## config.mk

```make
export PLATFORM = sky130hd
export DESIGN_NAME = tefl_flag_latch
export DESIGN_NICKNAME = d
export VERILOG_FILES = /design/src/tefl_pkg.sv /design/src/tefl_event_class.sv /design/src/tefl_flag_latch.sv
export SDC_FILE = /design/constraint.sdc
export NUM_CORES = 1
export LEC_CHECK = 0
export ABC_AREA = 1
export BUFFER_PORTS_ARGS = -buffer_cell sky130_fd_sc_hd__buf_2
export CAP_MARGIN = 20
export CORE_MARGIN = 2
export CORE_UTILIZATION = 60
export CTS_BUF_LIST = sky130_fd_sc_hd__clkbuf_4
export DETAILED_ROUTE_END_ITERATION = 6
export HOLD_SLACK_MARGIN = 0.05
export PLACE_DENSITY = 0.86
export SYNTH_ARGS = -nofsm -noshare
export SYNTH_HDL_FRONTEND = slang
export SYNTH_SLANG_ARGS = --single-unit
```

## constraint.sdc

```tcl
create_clock -name clk_sys -period 7.3 [get_ports clk_sys]
set_clock_uncertainty 0.2 [all_clocks]
set_input_delay 0 -clock clk_sys [delete_from_list [all_inputs] [get_ports clk_sys]]
set_output_delay 0 -clock clk_sys [all_outputs]
set_load 0.1 [all_outputs]
```

## src/tefl_pkg.sv

```systemverilog
package tefl_pkg;
    localparam int ADR_W = 10;
    localparam int DAT_W = 32;
    localparam int IDX_W = 8;
    localparam int DB_W = 8;

    // Register indices; byte address is four times the index
    localparam logic [IDX_W-1:0] IDX_OUTSIDE_STATUS = 8'h2D;
    localparam logic [IDX_W-1:0] IDX_WINDOW_STATUS = 8'h2E;
    localparam logic [IDX_W-1:0] IDX_CONFIG_A = 8'h2F;
    localparam logic [IDX_W-1:0] IDX_UPPER_THRESHOLD = 8'h40;
    localparam logic [IDX_W-1:0] IDX_LOWER_THRESHOLD = 8'h41;
    localparam logic [IDX_W-1:0] IDX_INSIDE_DEBOUNCE = 8'h42;
    localparam logic [IDX_W-1:0] IDX_OUTSIDE_DEBOUNCE = 8'h43;

    // Configuration field positions
    localparam int CFG_OUTSIDE_LATCH = 7;
    localparam int CFG_INSIDE_LATCH = 6;
    localparam int CFG_OUTSIDE_EN_LSB = 3;
    localparam int CFG_INSIDE_EN_LSB = 0;

    // Status field positions
    localparam int ST_ACTIVE = 7;
    localparam int ST_X = 5;
    localparam int ST_Y = 3;
    localparam int ST_Z = 1;

    // Configuration reset values by strap level
    localparam logic [7:0] CFG_RESET_STRAP_LOW = 8'h00;
    localparam logic [7:0] CFG_RESET_STRAP_HIGH = 8'h38;
    localparam logic [DB_W-1:0] DB_RESET = 8'h00;
    localparam logic [1:0] BOOT_SETTLE_CYCLES = 2'h3;

    typedef enum logic [0:0] {
        BOOT_SETTLE,
        BOOT_RUN
    } tefl_boot_e;
endpackage : tefl_pkg

```

## src/tefl_event_class.sv

```systemverilog
module tefl_event_class
    import tefl_pkg::*;
(
    input wire logic clk_sys,
    input wire logic resetn,
    input wire logic ce,
    input wire logic tick,
    input wire logic [2:0] axis_hit,
    input wire logic latch_en,
    input wire logic [DB_W-1:0] db_count,
    input wire logic clear,
    output logic active,
    output logic [2:0] axis_flags
);
    logic [DB_W-1:0] run;
    logic qual_prev;
    logic cond;
    logic [DB_W-1:0] next_run;
    logic qual_now;
    logic rise;
    logic next_active;
    logic [2:0] next_flags;

    assign cond = |axis_hit;
    assign next_run = !cond ? '0 : (&run) ? run : run + 1'b1;
    assign qual_now = cond && (next_run >= db_count);
    // Edge only; condition must fall before next event
    assign rise = tick && qual_now && !qual_prev;

    always_comb begin
        next_active = active;
        next_flags = axis_flags;
        if (latch_en) begin
            // Set wins over the read clear
            if (rise) begin
                next_active = 1'b1;
                next_flags = axis_flags | axis_hit;
            end else if (clear) begin
                next_active = 1'b0;
                next_flags = 3'h0;
            end
        end else if (tick) begin
            next_active = qual_now;
            // Real time, or every tick with zero debounce
            if (qual_now || db_count == '0) begin
                next_flags = axis_hit;
            end
        end
    end

    always_ff @(posedge clk_sys or negedge resetn) begin
        if (!resetn) begin
            run <= '0;
            qual_prev <= 1'b0;
            active <= 1'b0;
            axis_flags <= 3'h0;
        end else if (ce) begin
            if (tick) begin
                run <= next_run;
                qual_prev <= qual_now;
            end
            active <= next_active;
            axis_flags <= next_flags;
        end
    end
endmodule : tefl_event_class

```

## src/tefl_flag_latch.sv

```systemverilog
// Notes on behaviour
// - Z inside flag is 1 when Z strictly between lower and upper thresholds.
// - Inside latching on: axis flags captured when active rises, held until status read.
// - Inside latching off, nonzero debounce: axis flags update only while active and debounce reached.
// - Inside latching off, zero debounce: axis flags update every sample tick regardless.
// - Config is eight read/write bits; reset zero, or outside enables set with strap high.
// - Outside latching on: outside axis flags cleared only by outside status read.
// - Outside latching on: active asserts on false-to-true edge only.
// - Outside latching off: outside axis flags update only while active and debounce reached, or every sample tick with zero debounce.
// - Inside latching on: active asserts on false-to-true edge only.
// - Outside enable bits include or exclude each axis from outside evaluation.
//
// The Wishbone slave port was chosen for this implementation.
module tefl_flag_latch
    import tefl_pkg::*;
#(
    parameter int AXIS_W = 12
) (
    input wire logic clk_sys,
    input wire logic resetn,
    input wire logic ce,
    input wire logic boot_strap_pin,
    input wire logic sample_valid,
    input wire logic [AXIS_W-1:0] axis_x,
    input wire logic [AXIS_W-1:0] axis_y,
    input wire logic [AXIS_W-1:0] axis_z,
    input wire logic wb_cyc,
    input wire logic wb_stb,
    input wire logic wb_we,
    input wire logic [ADR_W-1:0] wb_adr,
    input wire logic [3:0] wb_sel,
    input wire logic [DAT_W-1:0] wb_dat_w,
    output logic [DAT_W-1:0] wb_dat_r,
    output logic wb_ack,
    output logic inside_active_flag,
    output logic outside_active_flag
);
    if (AXIS_W < 2 || AXIS_W > 24) begin : g_bad_width
        $error("AXIS_W must lie between 2 and 24");
    end
    // Read path packs 8-bit fields into a 32-bit word
    if (DAT_W != 32 || DB_W != 8) begin : g_bad_bus
        $error("Data bus must be 32 bits and debounce counts 8 bits");
    end
    // Register index is the word part of the byte address
    if (IDX_W != ADR_W - 2) begin : g_bad_index
        $error("Index width must match the word address");
    end


    logic [7:0] change_detect_config_a;
    logic [AXIS_W-1:0] upper_threshold;
    logic [AXIS_W-1:0] lower_threshold;
    logic [DB_W-1:0] inside_debounce_count;
    logic [DB_W-1:0] outside_debounce_count;
    logic strap_s1;
    logic strap_s2;
    logic strap_s3;
    logic [1:0] settle;
    tefl_boot_e boot_state;

    logic [AXIS_W-1:0] axis_data [3];
    logic [2:0] axis_inside;
    logic [2:0] axis_outside;
    logic [2:0] inside_hit;
    logic [2:0] outside_hit;
    logic [2:0] axis_inside_flags;
    logic [2:0] axis_outside_flags;

    wire [IDX_W-1:0] reg_idx = wb_adr[ADR_W-1:2];
    // A held strobe is not taken twice
    wire req = wb_cyc && wb_stb && !wb_ack;
    // Write lands at the edge where the master samples ack
    wire wr = wb_cyc && wb_stb && wb_ack && wb_we && wb_sel[0];
    // Read clear at the taking edge, so a same-edge set still wins
    wire rd = req && !wb_we;
    wire hit_out_st = (reg_idx == IDX_OUTSIDE_STATUS);
    wire hit_win_st = (reg_idx == IDX_WINDOW_STATUS);
    wire hit_cfg = (reg_idx == IDX_CONFIG_A);
    wire hit_upper = (reg_idx == IDX_UPPER_THRESHOLD);
    wire hit_lower = (reg_idx == IDX_LOWER_THRESHOLD);
    wire hit_in_db = (reg_idx == IDX_INSIDE_DEBOUNCE);
    wire hit_out_db = (reg_idx == IDX_OUTSIDE_DEBOUNCE);
    wire strap_stable = (strap_s2 == strap_s3);
    wire [AXIS_W-1:0] thr_wdata = wb_dat_w[AXIS_W-1:0];
    wire settle_done = (settle == BOOT_SETTLE_CYCLES);

    // One write strobe per register
    wire wr_cfg = wr && hit_cfg;
    wire wr_upper = wr && hit_upper;
    wire wr_lower = wr && hit_lower;
    wire wr_in_db = wr && hit_in_db;
    wire wr_out_db = wr && hit_out_db;

    wire clear_inside = rd && hit_win_st;
    wire clear_outside = rd && hit_out_st;

    wire outside_latch_enable = change_detect_config_a[CFG_OUTSIDE_LATCH];
    wire inside_latch_enable = change_detect_config_a[CFG_INSIDE_LATCH];
    wire x_outside_enable = change_detect_config_a[CFG_OUTSIDE_EN_LSB + 2];
    wire y_outside_enable = change_detect_config_a[CFG_OUTSIDE_EN_LSB + 1];
    wire z_outside_enable = change_detect_config_a[CFG_OUTSIDE_EN_LSB];
    wire x_inside_enable = change_detect_config_a[CFG_INSIDE_EN_LSB + 2];
    wire y_inside_enable = change_detect_config_a[CFG_INSIDE_EN_LSB + 1];
    wire z_inside_enable = change_detect_config_a[CFG_INSIDE_EN_LSB];
    // Bit order X, Y, Z from high to low
    wire [2:0] inside_enables = {x_inside_enable, y_inside_enable, z_inside_enable};
    wire [2:0] outside_enables = {x_outside_enable, y_outside_enable, z_outside_enable};

    // Index 0 is Z, index 2 is X
    assign axis_data[0] = axis_z;
    assign axis_data[1] = axis_y;
    assign axis_data[2] = axis_x;

    for (genvar i = 0; i < 3; i++) begin : g_axis
        // Edges count as outside
        assign axis_inside[i] = ($signed(axis_data[i]) < $signed(upper_threshold))
            && ($signed(axis_data[i]) > $signed(lower_threshold));
        assign axis_outside[i] = !axis_inside[i];
    end

    // Per-axis participation enables
    assign inside_hit = axis_inside & inside_enables;
    assign outside_hit = axis_outside & outside_enables;

    tefl_event_class u_inside (
        .clk_sys(clk_sys),
        .resetn(resetn),
        .ce(ce),
        .tick(sample_valid),
        .axis_hit(inside_hit),
        .latch_en(inside_latch_enable),
        .db_count(inside_debounce_count),
        .clear(clear_inside),
        .active(inside_active_flag),
        .axis_flags(axis_inside_flags)
    );

    tefl_event_class u_outside (
        .clk_sys(clk_sys),
        .resetn(resetn),
        .ce(ce),
        .tick(sample_valid),
        .axis_hit(outside_hit),
        .latch_en(outside_latch_enable),
        .db_count(outside_debounce_count),
        .clear(clear_outside),
        .active(outside_active_flag),
        .axis_flags(axis_outside_flags)
    );

    logic [7:0] win_status;
    logic [7:0] out_status;
    // Z flag in its own bit
    wire z_inside_flag = axis_inside_flags[0];
    wire y_inside_flag = axis_inside_flags[1];
    wire x_inside_flag = axis_inside_flags[2];
    wire z_outside_flag = axis_outside_flags[0];
    wire y_outside_flag = axis_outside_flags[1];
    wire x_outside_flag = axis_outside_flags[2];

    // Status layout; spare bits read zero
    always_comb begin
        win_status = 8'h00;
        win_status[ST_ACTIVE] = inside_active_flag;
        win_status[ST_X] = x_inside_flag;
        win_status[ST_Y] = y_inside_flag;
        win_status[ST_Z] = z_inside_flag;
    end

    always_comb begin
        out_status = 8'h00;
        out_status[ST_ACTIVE] = outside_active_flag;
        out_status[ST_X] = x_outside_flag;
        out_status[ST_Y] = y_outside_flag;
        out_status[ST_Z] = z_outside_flag;
    end

    // Unmapped indices read zero
    wire [DAT_W-1:0] rd_mux =
        hit_win_st ? {24'h00_0000, win_status} :
        hit_out_st ? {24'h00_0000, out_status} :
        hit_cfg ? {24'h00_0000, change_detect_config_a} :
        hit_upper ? DAT_W'($unsigned(upper_threshold)) :
        hit_lower ? DAT_W'($unsigned(lower_threshold)) :
        hit_in_db ? {24'h00_0000, inside_debounce_count} :
        hit_out_db ? {24'h00_0000, outside_debounce_count} :
        32'h0000_0000;

    // Strap passes three stages before use
    always_ff @(posedge clk_sys or negedge resetn) begin
        if (!resetn) begin
            strap_s1 <= 1'b0;
            strap_s2 <= 1'b0;
            strap_s3 <= 1'b0;
        end else if (ce) begin
            strap_s1 <= boot_strap_pin;
            strap_s2 <= strap_s1;
            strap_s3 <= strap_s2;
        end
    end

    // Strap loads config after release; software write preempts it
    always_ff @(posedge clk_sys or negedge resetn) begin
        if (!resetn) begin
            boot_state <= BOOT_SETTLE;
            settle <= 2'h0;
        end else if (ce) begin
            case (boot_state)
                BOOT_SETTLE: begin
                    if (wr_cfg) begin
                        boot_state <= BOOT_RUN;
                    end else if (settle_done && strap_stable) begin
                        boot_state <= BOOT_RUN;
                    end else if (!settle_done) begin
                        settle <= settle + 2'h1;
                    end
                end
                default: begin
                    boot_state <= BOOT_RUN;
                end
            endcase
        end
    end

    wire boot_load = (boot_state == BOOT_SETTLE) && settle_done && strap_stable && !wr_cfg;
    wire [7:0] cfg_boot_value = strap_s3 ? CFG_RESET_STRAP_HIGH : CFG_RESET_STRAP_LOW;

    always_ff @(posedge clk_sys or negedge resetn) begin
        if (!resetn) begin
            change_detect_config_a <= CFG_RESET_STRAP_LOW;
        end else if (ce) begin
            if (wr_cfg) begin
                change_detect_config_a <= wb_dat_w[7:0];
            end else if (boot_load) begin
                change_detect_config_a <= cfg_boot_value;
            end
        end
    end

    // Thresholds keep their reset value until written
    always_ff @(posedge clk_sys or negedge resetn) begin
        if (!resetn) begin
            upper_threshold <= '0;
        end else if (ce && wr_upper) begin
            upper_threshold <= thr_wdata;
        end
    end

    // Lower bound, signed like the upper
    always_ff @(posedge clk_sys or negedge resetn) begin
        if (!resetn) begin
            lower_threshold <= '0;
        end else if (ce && wr_lower) begin
            lower_threshold <= thr_wdata;
        end
    end

    always_ff @(posedge clk_sys or negedge resetn) begin
        if (!resetn) begin
            inside_debounce_count <= DB_RESET;
        end else if (ce && wr_in_db) begin
            inside_debounce_count <= wb_dat_w[DB_W-1:0];
        end
    end

    // Outside count only gates the outside class
    always_ff @(posedge clk_sys or negedge resetn) begin
        if (!resetn) begin
            outside_debounce_count <= DB_RESET;
        end else if (ce && wr_out_db) begin
            outside_debounce_count <= wb_dat_w[DB_W-1:0];
        end
    end

    // One-cycle answer; a held strobe is not taken twice
    always_ff @(posedge clk_sys or negedge resetn) begin
        if (!resetn) begin
            wb_ack <= 1'b0;
        end else if (ce) begin
            wb_ack <= req;
        end
    end

    // Read data stands until the next read
    always_ff @(posedge clk_sys or negedge resetn) begin
        if (!resetn) begin
            wb_dat_r <= 32'h0000_0000;
        end else if (ce && rd) begin
            wb_dat_r <= rd_mux;
        end
    end
endmodule : tefl_flag_latch

```

* Yosys cells after proc, flatten, opt, wreduce, memory -nomap -nowiden
Cells that the tools add are included.
Word-level totals: memory bits (writable) 0, latch bits 0, logic and storage cells 144, flip-flop bits (word level) 113, input port bits 90, memory bits (read-only) 0, memories kept 0, output and inout bits 35
Operators by class: $lt $le $gt $ge 8, reductions and logical operators 59, shift-type cells 0, bitwise logic cells 8, equality and inequality tests 11, $add $sub $neg 3, div/mod/pow operators 0, multiply operators 0, multiplexer cells 35
Operators with widths (count):
- $mux 8 | 8
- $mux 12 | 5
- $gt 12x12->1 | 3
- $lt 12x12->1 | 3
- $eq 8x7->1 const B | 4
- $logic_and 1x1->1 | 31
- $mux 3 | 10
- $eq 8x6->1 const B | 3
- $add 8x1->8 const B | 2
- $ge 8x8->1 | 2
- $logic_not 8->1 | 2
- $reduce_and 8->1 | 2
- $mux 1 | 11
- $reduce_bool 2->1 | 5
- $logic_not 1->1 | 8
- $reduce_and 4->1 | 2
- $and 3x3->3 | 2
- $mux 6 | 1
- $ne 3x1->1 const B | 2
- $or 3x3->3 | 2
- $reduce_and 3->1 | 2
- $reduce_or 3->1 | 2
- $reduce_and 5->1 | 1
- $not 1->1 | 4
- other kinds (5) | 7

* Logic depth before layout (Yosys ltp)
depth in word-level cells 12, gate-level depth with buffers 27, depth with buffers taken out 26

* Hierarchy
From an unflattened synthesis, not the netlist that was laid out.
Second synthesis, totals: cells, all modules 1053, area, all modules 7573.5 µm²
By module, submodules not included:
- tefl_flag_latch | times used 1, area each 5336.4 µm², cells an instance 735, seq. area each 1676.6 µm²
- tefl_event_class | times used 2, area each 1118.6 µm², cells an instance 159, seq. area each 325.3 µm²

* Least setup slack after synthesis
No wires, ideal clock.
path kind register to register, from reg lower_threshold[11], to reg u_outside.active, path buffers 1, data arrival time 3.025 ns, cell stages (with the launch flop) 23, required time 6.975 ns, clock period less this slack 3.350 ns, library setup time 0.125 ns, slack 3.950 ns, cells stage by stage dfrtp_1 -> inv_1 -> ha_1 -> a21o_2 -> nor2_1 -> nand4_1 -> nand2_2 -> nand3_1 -> nand2_2 -> nand3_2 -> buf_6 -> o21ai_0 -> inv_1 -> ha_1 -> nand2_1 -> nor2_1 -> nand4_1 -> o2111ai_1 -> nand3_1 -> nand2_1 -> nand3_1 -> nand2_1 -> o21ai_1
On the way: word-level cells in the longest chain between the ends 12, elaborated cells between the ends (all ways) 21, classes of those cells 4 x order compare; 1 x eq/ne; 4 x mux; 1 x bitwise; 11 x reduce/logical
Ends and longest elaborated chain:
- from (decl) | RTL line tefl_flag_latch.sv:53 | logic [AXIS_W-1:0] lower_threshold;
- from (signal assigned) | RTL line tefl_flag_latch.sv:255 | lower_threshold <= thr_wdata;
- $gt 12x12->1 | RTL line tefl_flag_latch.sv:118 | && ($signed(axis_data[i]) > $signed(lower_threshold));
- $logic_and 1x1->1 | RTL line tefl_flag_latch.sv:118
- $logic_not 1->1 | RTL line tefl_flag_latch.sv:119 | assign axis_outside[i] = !axis_inside[i];
- $and 3x3->3 (*) | RTL line tefl_flag_latch.sv:124 | assign outside_hit = axis_outside & outside_enables;
- $reduce_or 3->1 (*) | RTL line tefl_event_class.sv:24 | assign cond = |axis_hit;
- $mux 8 (*) | RTL line tefl_event_class.sv:25 | assign next_run = !cond ? '0 : (&run) ? run : run + 1'b1;
- net u_outside.next_run[7] | RTL line tefl_event_class.sv:18 | logic [DB_W-1:0] next_run;
- $ge 8x8->1 (*) | RTL line tefl_event_class.sv:26 | assign qual_now = cond && (next_run >= db_count);
- $logic_and 1x1->1 (*) | RTL line tefl_event_class.sv:26
- $logic_and 1x1->1 (2 in a row) | RTL line tefl_event_class.sv:28 | assign rise = tick && qual_now && !qual_prev;
- $ne 3x1->1 (no line) or $mux 1 (tied branches)
- $reduce_and 3->1 (no line) or $mux 1 (tied branches)
- to (signal assigned) | RTL line tefl_event_class.sv:62 | active <= next_active;
- to (decl) | RTL line tefl_event_class.sv:12 | output logic active,
Mark *: on every way through the listed nets, which the timed path passes. The rest lies on a longest branch. The select of a mux whose other input is x is not followed. A chain may end at the register's enable or synchronous reset.

* Final worst setup path
from reg lower_threshold[11], to reg u_outside.axis_flags[2]
On the way: word-level cells in the longest chain between the ends 12, elaborated cells between the ends (all ways) 25, classes of those cells 4 x order compare; 1 x eq/ne; 5 x mux; 2 x bitwise; 13 x reduce/logical
Ends and longest elaborated chain:
- $gt 12x12->1 | RTL line tefl_flag_latch.sv:118
- $logic_and 1x1->1 | RTL line tefl_flag_latch.sv:118
- $logic_not 1->1 | RTL line tefl_flag_latch.sv:119
- $and 3x3->3 (*) | RTL line tefl_flag_latch.sv:124
- $reduce_or 3->1 (*) | RTL line tefl_event_class.sv:24
- $mux 8 (*) | RTL line tefl_event_class.sv:25
- net u_outside.next_run[7] | RTL line tefl_event_class.sv:18
- $ge 8x8->1 (*) | RTL line tefl_event_class.sv:26
- $logic_and 1x1->1 (*) | RTL line tefl_event_class.sv:26
- $logic_and 1x1->1 (2 in a row) | RTL line tefl_event_class.sv:28
- $ne 3x1->1 (no line) or $mux 3 (tied branches)
- $reduce_and 4->1 (no line) or $mux 3 (tied branches)
- to (signal assigned) | RTL line tefl_event_class.sv:63 | axis_flags <= next_flags;
- to (decl) | RTL line tefl_event_class.sv:13 | output logic [2:0] axis_flags
Marks and branches as above.

==> results.cfg <==
[final_layout]
final_nets = 1238
instances_no_fill = 1208
register_area_sq_um = 2330
final_util_pct = 69.1
drive_gt1_share_pct = 11.7
n_fill_cell = 951
diodes = 0
syn2layout_area_growth_pct = 12.3
multi_input_area_sq_um = 4040

[sta]
finalHoldViolCount = 0
setup_tns_ns = 0
fmax_mhz = 241
finalSetupViolCount = 0
slew_violations = 0
slew_headroom_pct = 31.9
tightest_slew_ns = 1.02
fin_ws_ns = 3.15
layout_min_cycle_time_ns = 4.15
rsz0062_at_grt = false
period_share_pct = 56.8

[global_route]
antenna_found_initial = 0
grt_start_max_net_pins = 78
grt_pass1_vias = 6161
grt_overflow_total = 0
grt_usage_pct = 28.9
grt_pass1_wl_mm = 29.1

[worst_setup_path]
path_max_fanout = 11
start_kind = flop
worstSetupPathType = flop to flop
r2r_cells = 24
worstReg2RegStart = lower_threshold[11]
r2r-end = u_outside.axis_flags[2]
arrival_ns = 4.30
end_kind = flop
rrSetupSlack_ns = 3.15
crit_required_ns = 7.45

[yosys]
ys_top_cells_by_area = dfrtp_1 33%, ha_1 16%, nand2_1 14%
yosys.area_share.simple_pct = 24.5
ys_warn_count = 0
syn_inst = 954
synthMuxAreaShare_pct = 0.797
synth.largest_area_cell = dfrtp_1
synthXorXnorAreaFrac_pct = 1.12
ys_seq_area_share_pct = 32.9
ys_types = 50
ys.flop_type = dfrtp_1
synth_fa_ha_area_share_pct = 15.6
synth_common_cells = 271 x nand2_1, 143 x inv_1, 94 x o21ai_0
avgSynthCellArea_sq_um = 7.40
syn_area_sq_um = 7060
synth_seq_cells = 93
synth_edf_count = 0
async_flop_share_pct = 100
yosysMostFrequentCell = nand2_1
synth-compound-area-share_pct = 14.0
synth_top_cell_area_share_pct = 32.9
synth_top_family_by_area = simple AND/OR/NAND/NOR gates

[min_path]
min_path_type = input port to asynchronous set/reset pin

[placed_design]
preCtsSetupSlack_ns = 3.30
gp_congestion = 0.924
io_buffer_count = 79
dp_hpwl_mm = 13.7
place_inst = 1160

[clock_network]
cts_setup_buffers = 0
cts_tree = done
cts_sinks = 93
cts.repair.resized = 0
root_buffer = clkbuf_4
cts.htree.levels = 3
clk-insertion-delay-late_ns = 0.47
clock_path_buffers = 2
numCtsBuffers = 9
clk_pin_slew_worst_paths_ns = 0.15

[drt]
routed_wl_mm = 17.9
first_pass_iters = 6
drt_iter0_markers = 570
wl_per_cell_um = 14.8
routed-via-count = 6696
detail-route-antenna-nets = 0
drc = 0
viasPerCell = 5.54

[power_and_ir_drop]
p_total_mw = 0.971
p_leak_nw = 4.04
ir_drop_v = 0.0000902
p_per_area_nw_per_um2 = 122

[floorplan]
rows = 39
fp.dieW_um = 112
dieArea_sq_um = 12700
ios = 125
core_sq_um = 11500
start_util_pct = 61.6
die_h_um = 112

[status]
outcome = complete, no violations

[run]
maxCapViolCount = 0
[registers in the layout (all words and copies together) (netlist names), 2 cells and up]
| signal | cells |
|---|---|
| lower_threshold | 12 |
| u_inside.axis_flags | 3 |
| outside_debounce_count | 8 |
| change_detect_config_a | 8 |
| u_outside.axis_flags | 3 |
| inside_debounce_count | 8 |
| upper_threshold | 12 |
| u_outside.run | 8 |
| u_inside.run | 8 |
| settle | 2 |
| wb_dat_r | 12 |
[layout by cell type, fill, tap and decap left out, types with 3 or more instances in the layout]
cell             n
nor3_1           8
mux2_1           3
nand2_1        271
nor4_1           6
nor2_2           3
nor2_1          50
xnor2_1          7
o22ai_1         11
dlygate4sd3_1   32
dfrtp_1         93
clkbuf_4         9
a32o_1           4
o21ai_1          8
nand3_1         23
conb_1          20
ha_1            88
o21ai_0         94
nand4_1         15
o211ai_1         4
buf_2           78
nand3_2          3
nand2_2          7
a21oi_1         41
inv_1          143
[per-stage QoR]
| stage | instance area (sq um) | hold slack [ns] |
|---|---|---|
| after floorplan | 7130 | -0.496 |
| after global placement | 7490 | -0.329 |
| after detailed placement | 7490 | -0.328 |
| after CTS | 7930 | 0.0522 |
| after global routing | 7930 | 0.110 |
| final | 7930 | 0.0707 |
[power breakdown]
part / switching, mW / total (mW) / leakage [nW] / internal, mW
logic: 0.142 / 0.199 / 2.70 / 0.0570
registers: 0.00316 / 0.523 / 1.28 / 0.520
clock network: 0.179 / 0.250 / 0.0599 / 0.0704
total: 0.324 / 0.971 / 4.04 / 0.647
[layout make-up]
type	count	area share, %
clock buffers	9	0.852
clock inverters	7	0.631
flip-flops and latches	93	29.4
inverters	145	6.86
well taps	143	2.26
repair buffers	112	9.15
multi-input cells	699	50.9
[worst max-delay path, cell delays in order (launching register included)]
cell and delay (ns):
dfrtp_1 0.38, inv_1 0.11, ha_1 0.34, nand2_1 0.07, nor2_1 0.14, and2_1 0.23, nand2_1 0.10, nand3_1 0.07
nand2_1 0.06, nand2_1 0.12, nand3_1 0.13, nand2_1 0.12, nand3_2 0.23, o21ai_0 0.21, inv_1 0.09, ha_1 0.30
nand2_1 0.07, nor2_1 0.14, nand4_1 0.10, o2111ai_1 0.24, nand3_1 0.18, nand2_1 0.15, nand3_4 0.11, nand2_1 0.08
o21ai_1 0.06
[repair_timing]
action / CTS / global route
endpoints found under the hold margin: 162 / 0
hold buffers: 32 / 0
setup endpoints to repair: 0 / 0
[cells by family after synthesis]
group,count (synthesis)
mux,5
other cells,1
simple gates,400
xor+xnor,9
fa+ha+maj,88
flops,93
compound gates,177
buf+inv,181
[how the worst max path moves through the flow]
stage	from	endpoint	slack [ns]	cells after the start
finish	lower_threshold[11]	u_outside.axis_flags[2]	3.15	24
global route	lower_threshold[11]	u_outside.axis_flags[0]	2.81	24
CTS	lower_threshold[11]	u_outside.axis_flags[2]	3.26	24
detailed placement	lower_threshold[11]	u_outside.axis_flags[0]	3.30	24
global placement	lower_threshold[11]	u_outside.active	3.37	24
floorplan	lower_threshold[11]	u_outside.active	3.95	22
[layer usage]
| metal | global-route usage, % | up-vias | routed length (um) |
|---|---|---|---|
| met3 | 5.72 | 54 | 1490 |
| met1 | 39.7 | 3036 | 7710 |
| met5 | 0 | - | 0 |
| met2 | 45.1 | 304 | 8110 |
| met4 | 12.0 | 0 | 576 |
| li1 | - | 3302 | - |
No activity file was read; power rests on OpenSTA's default activity.
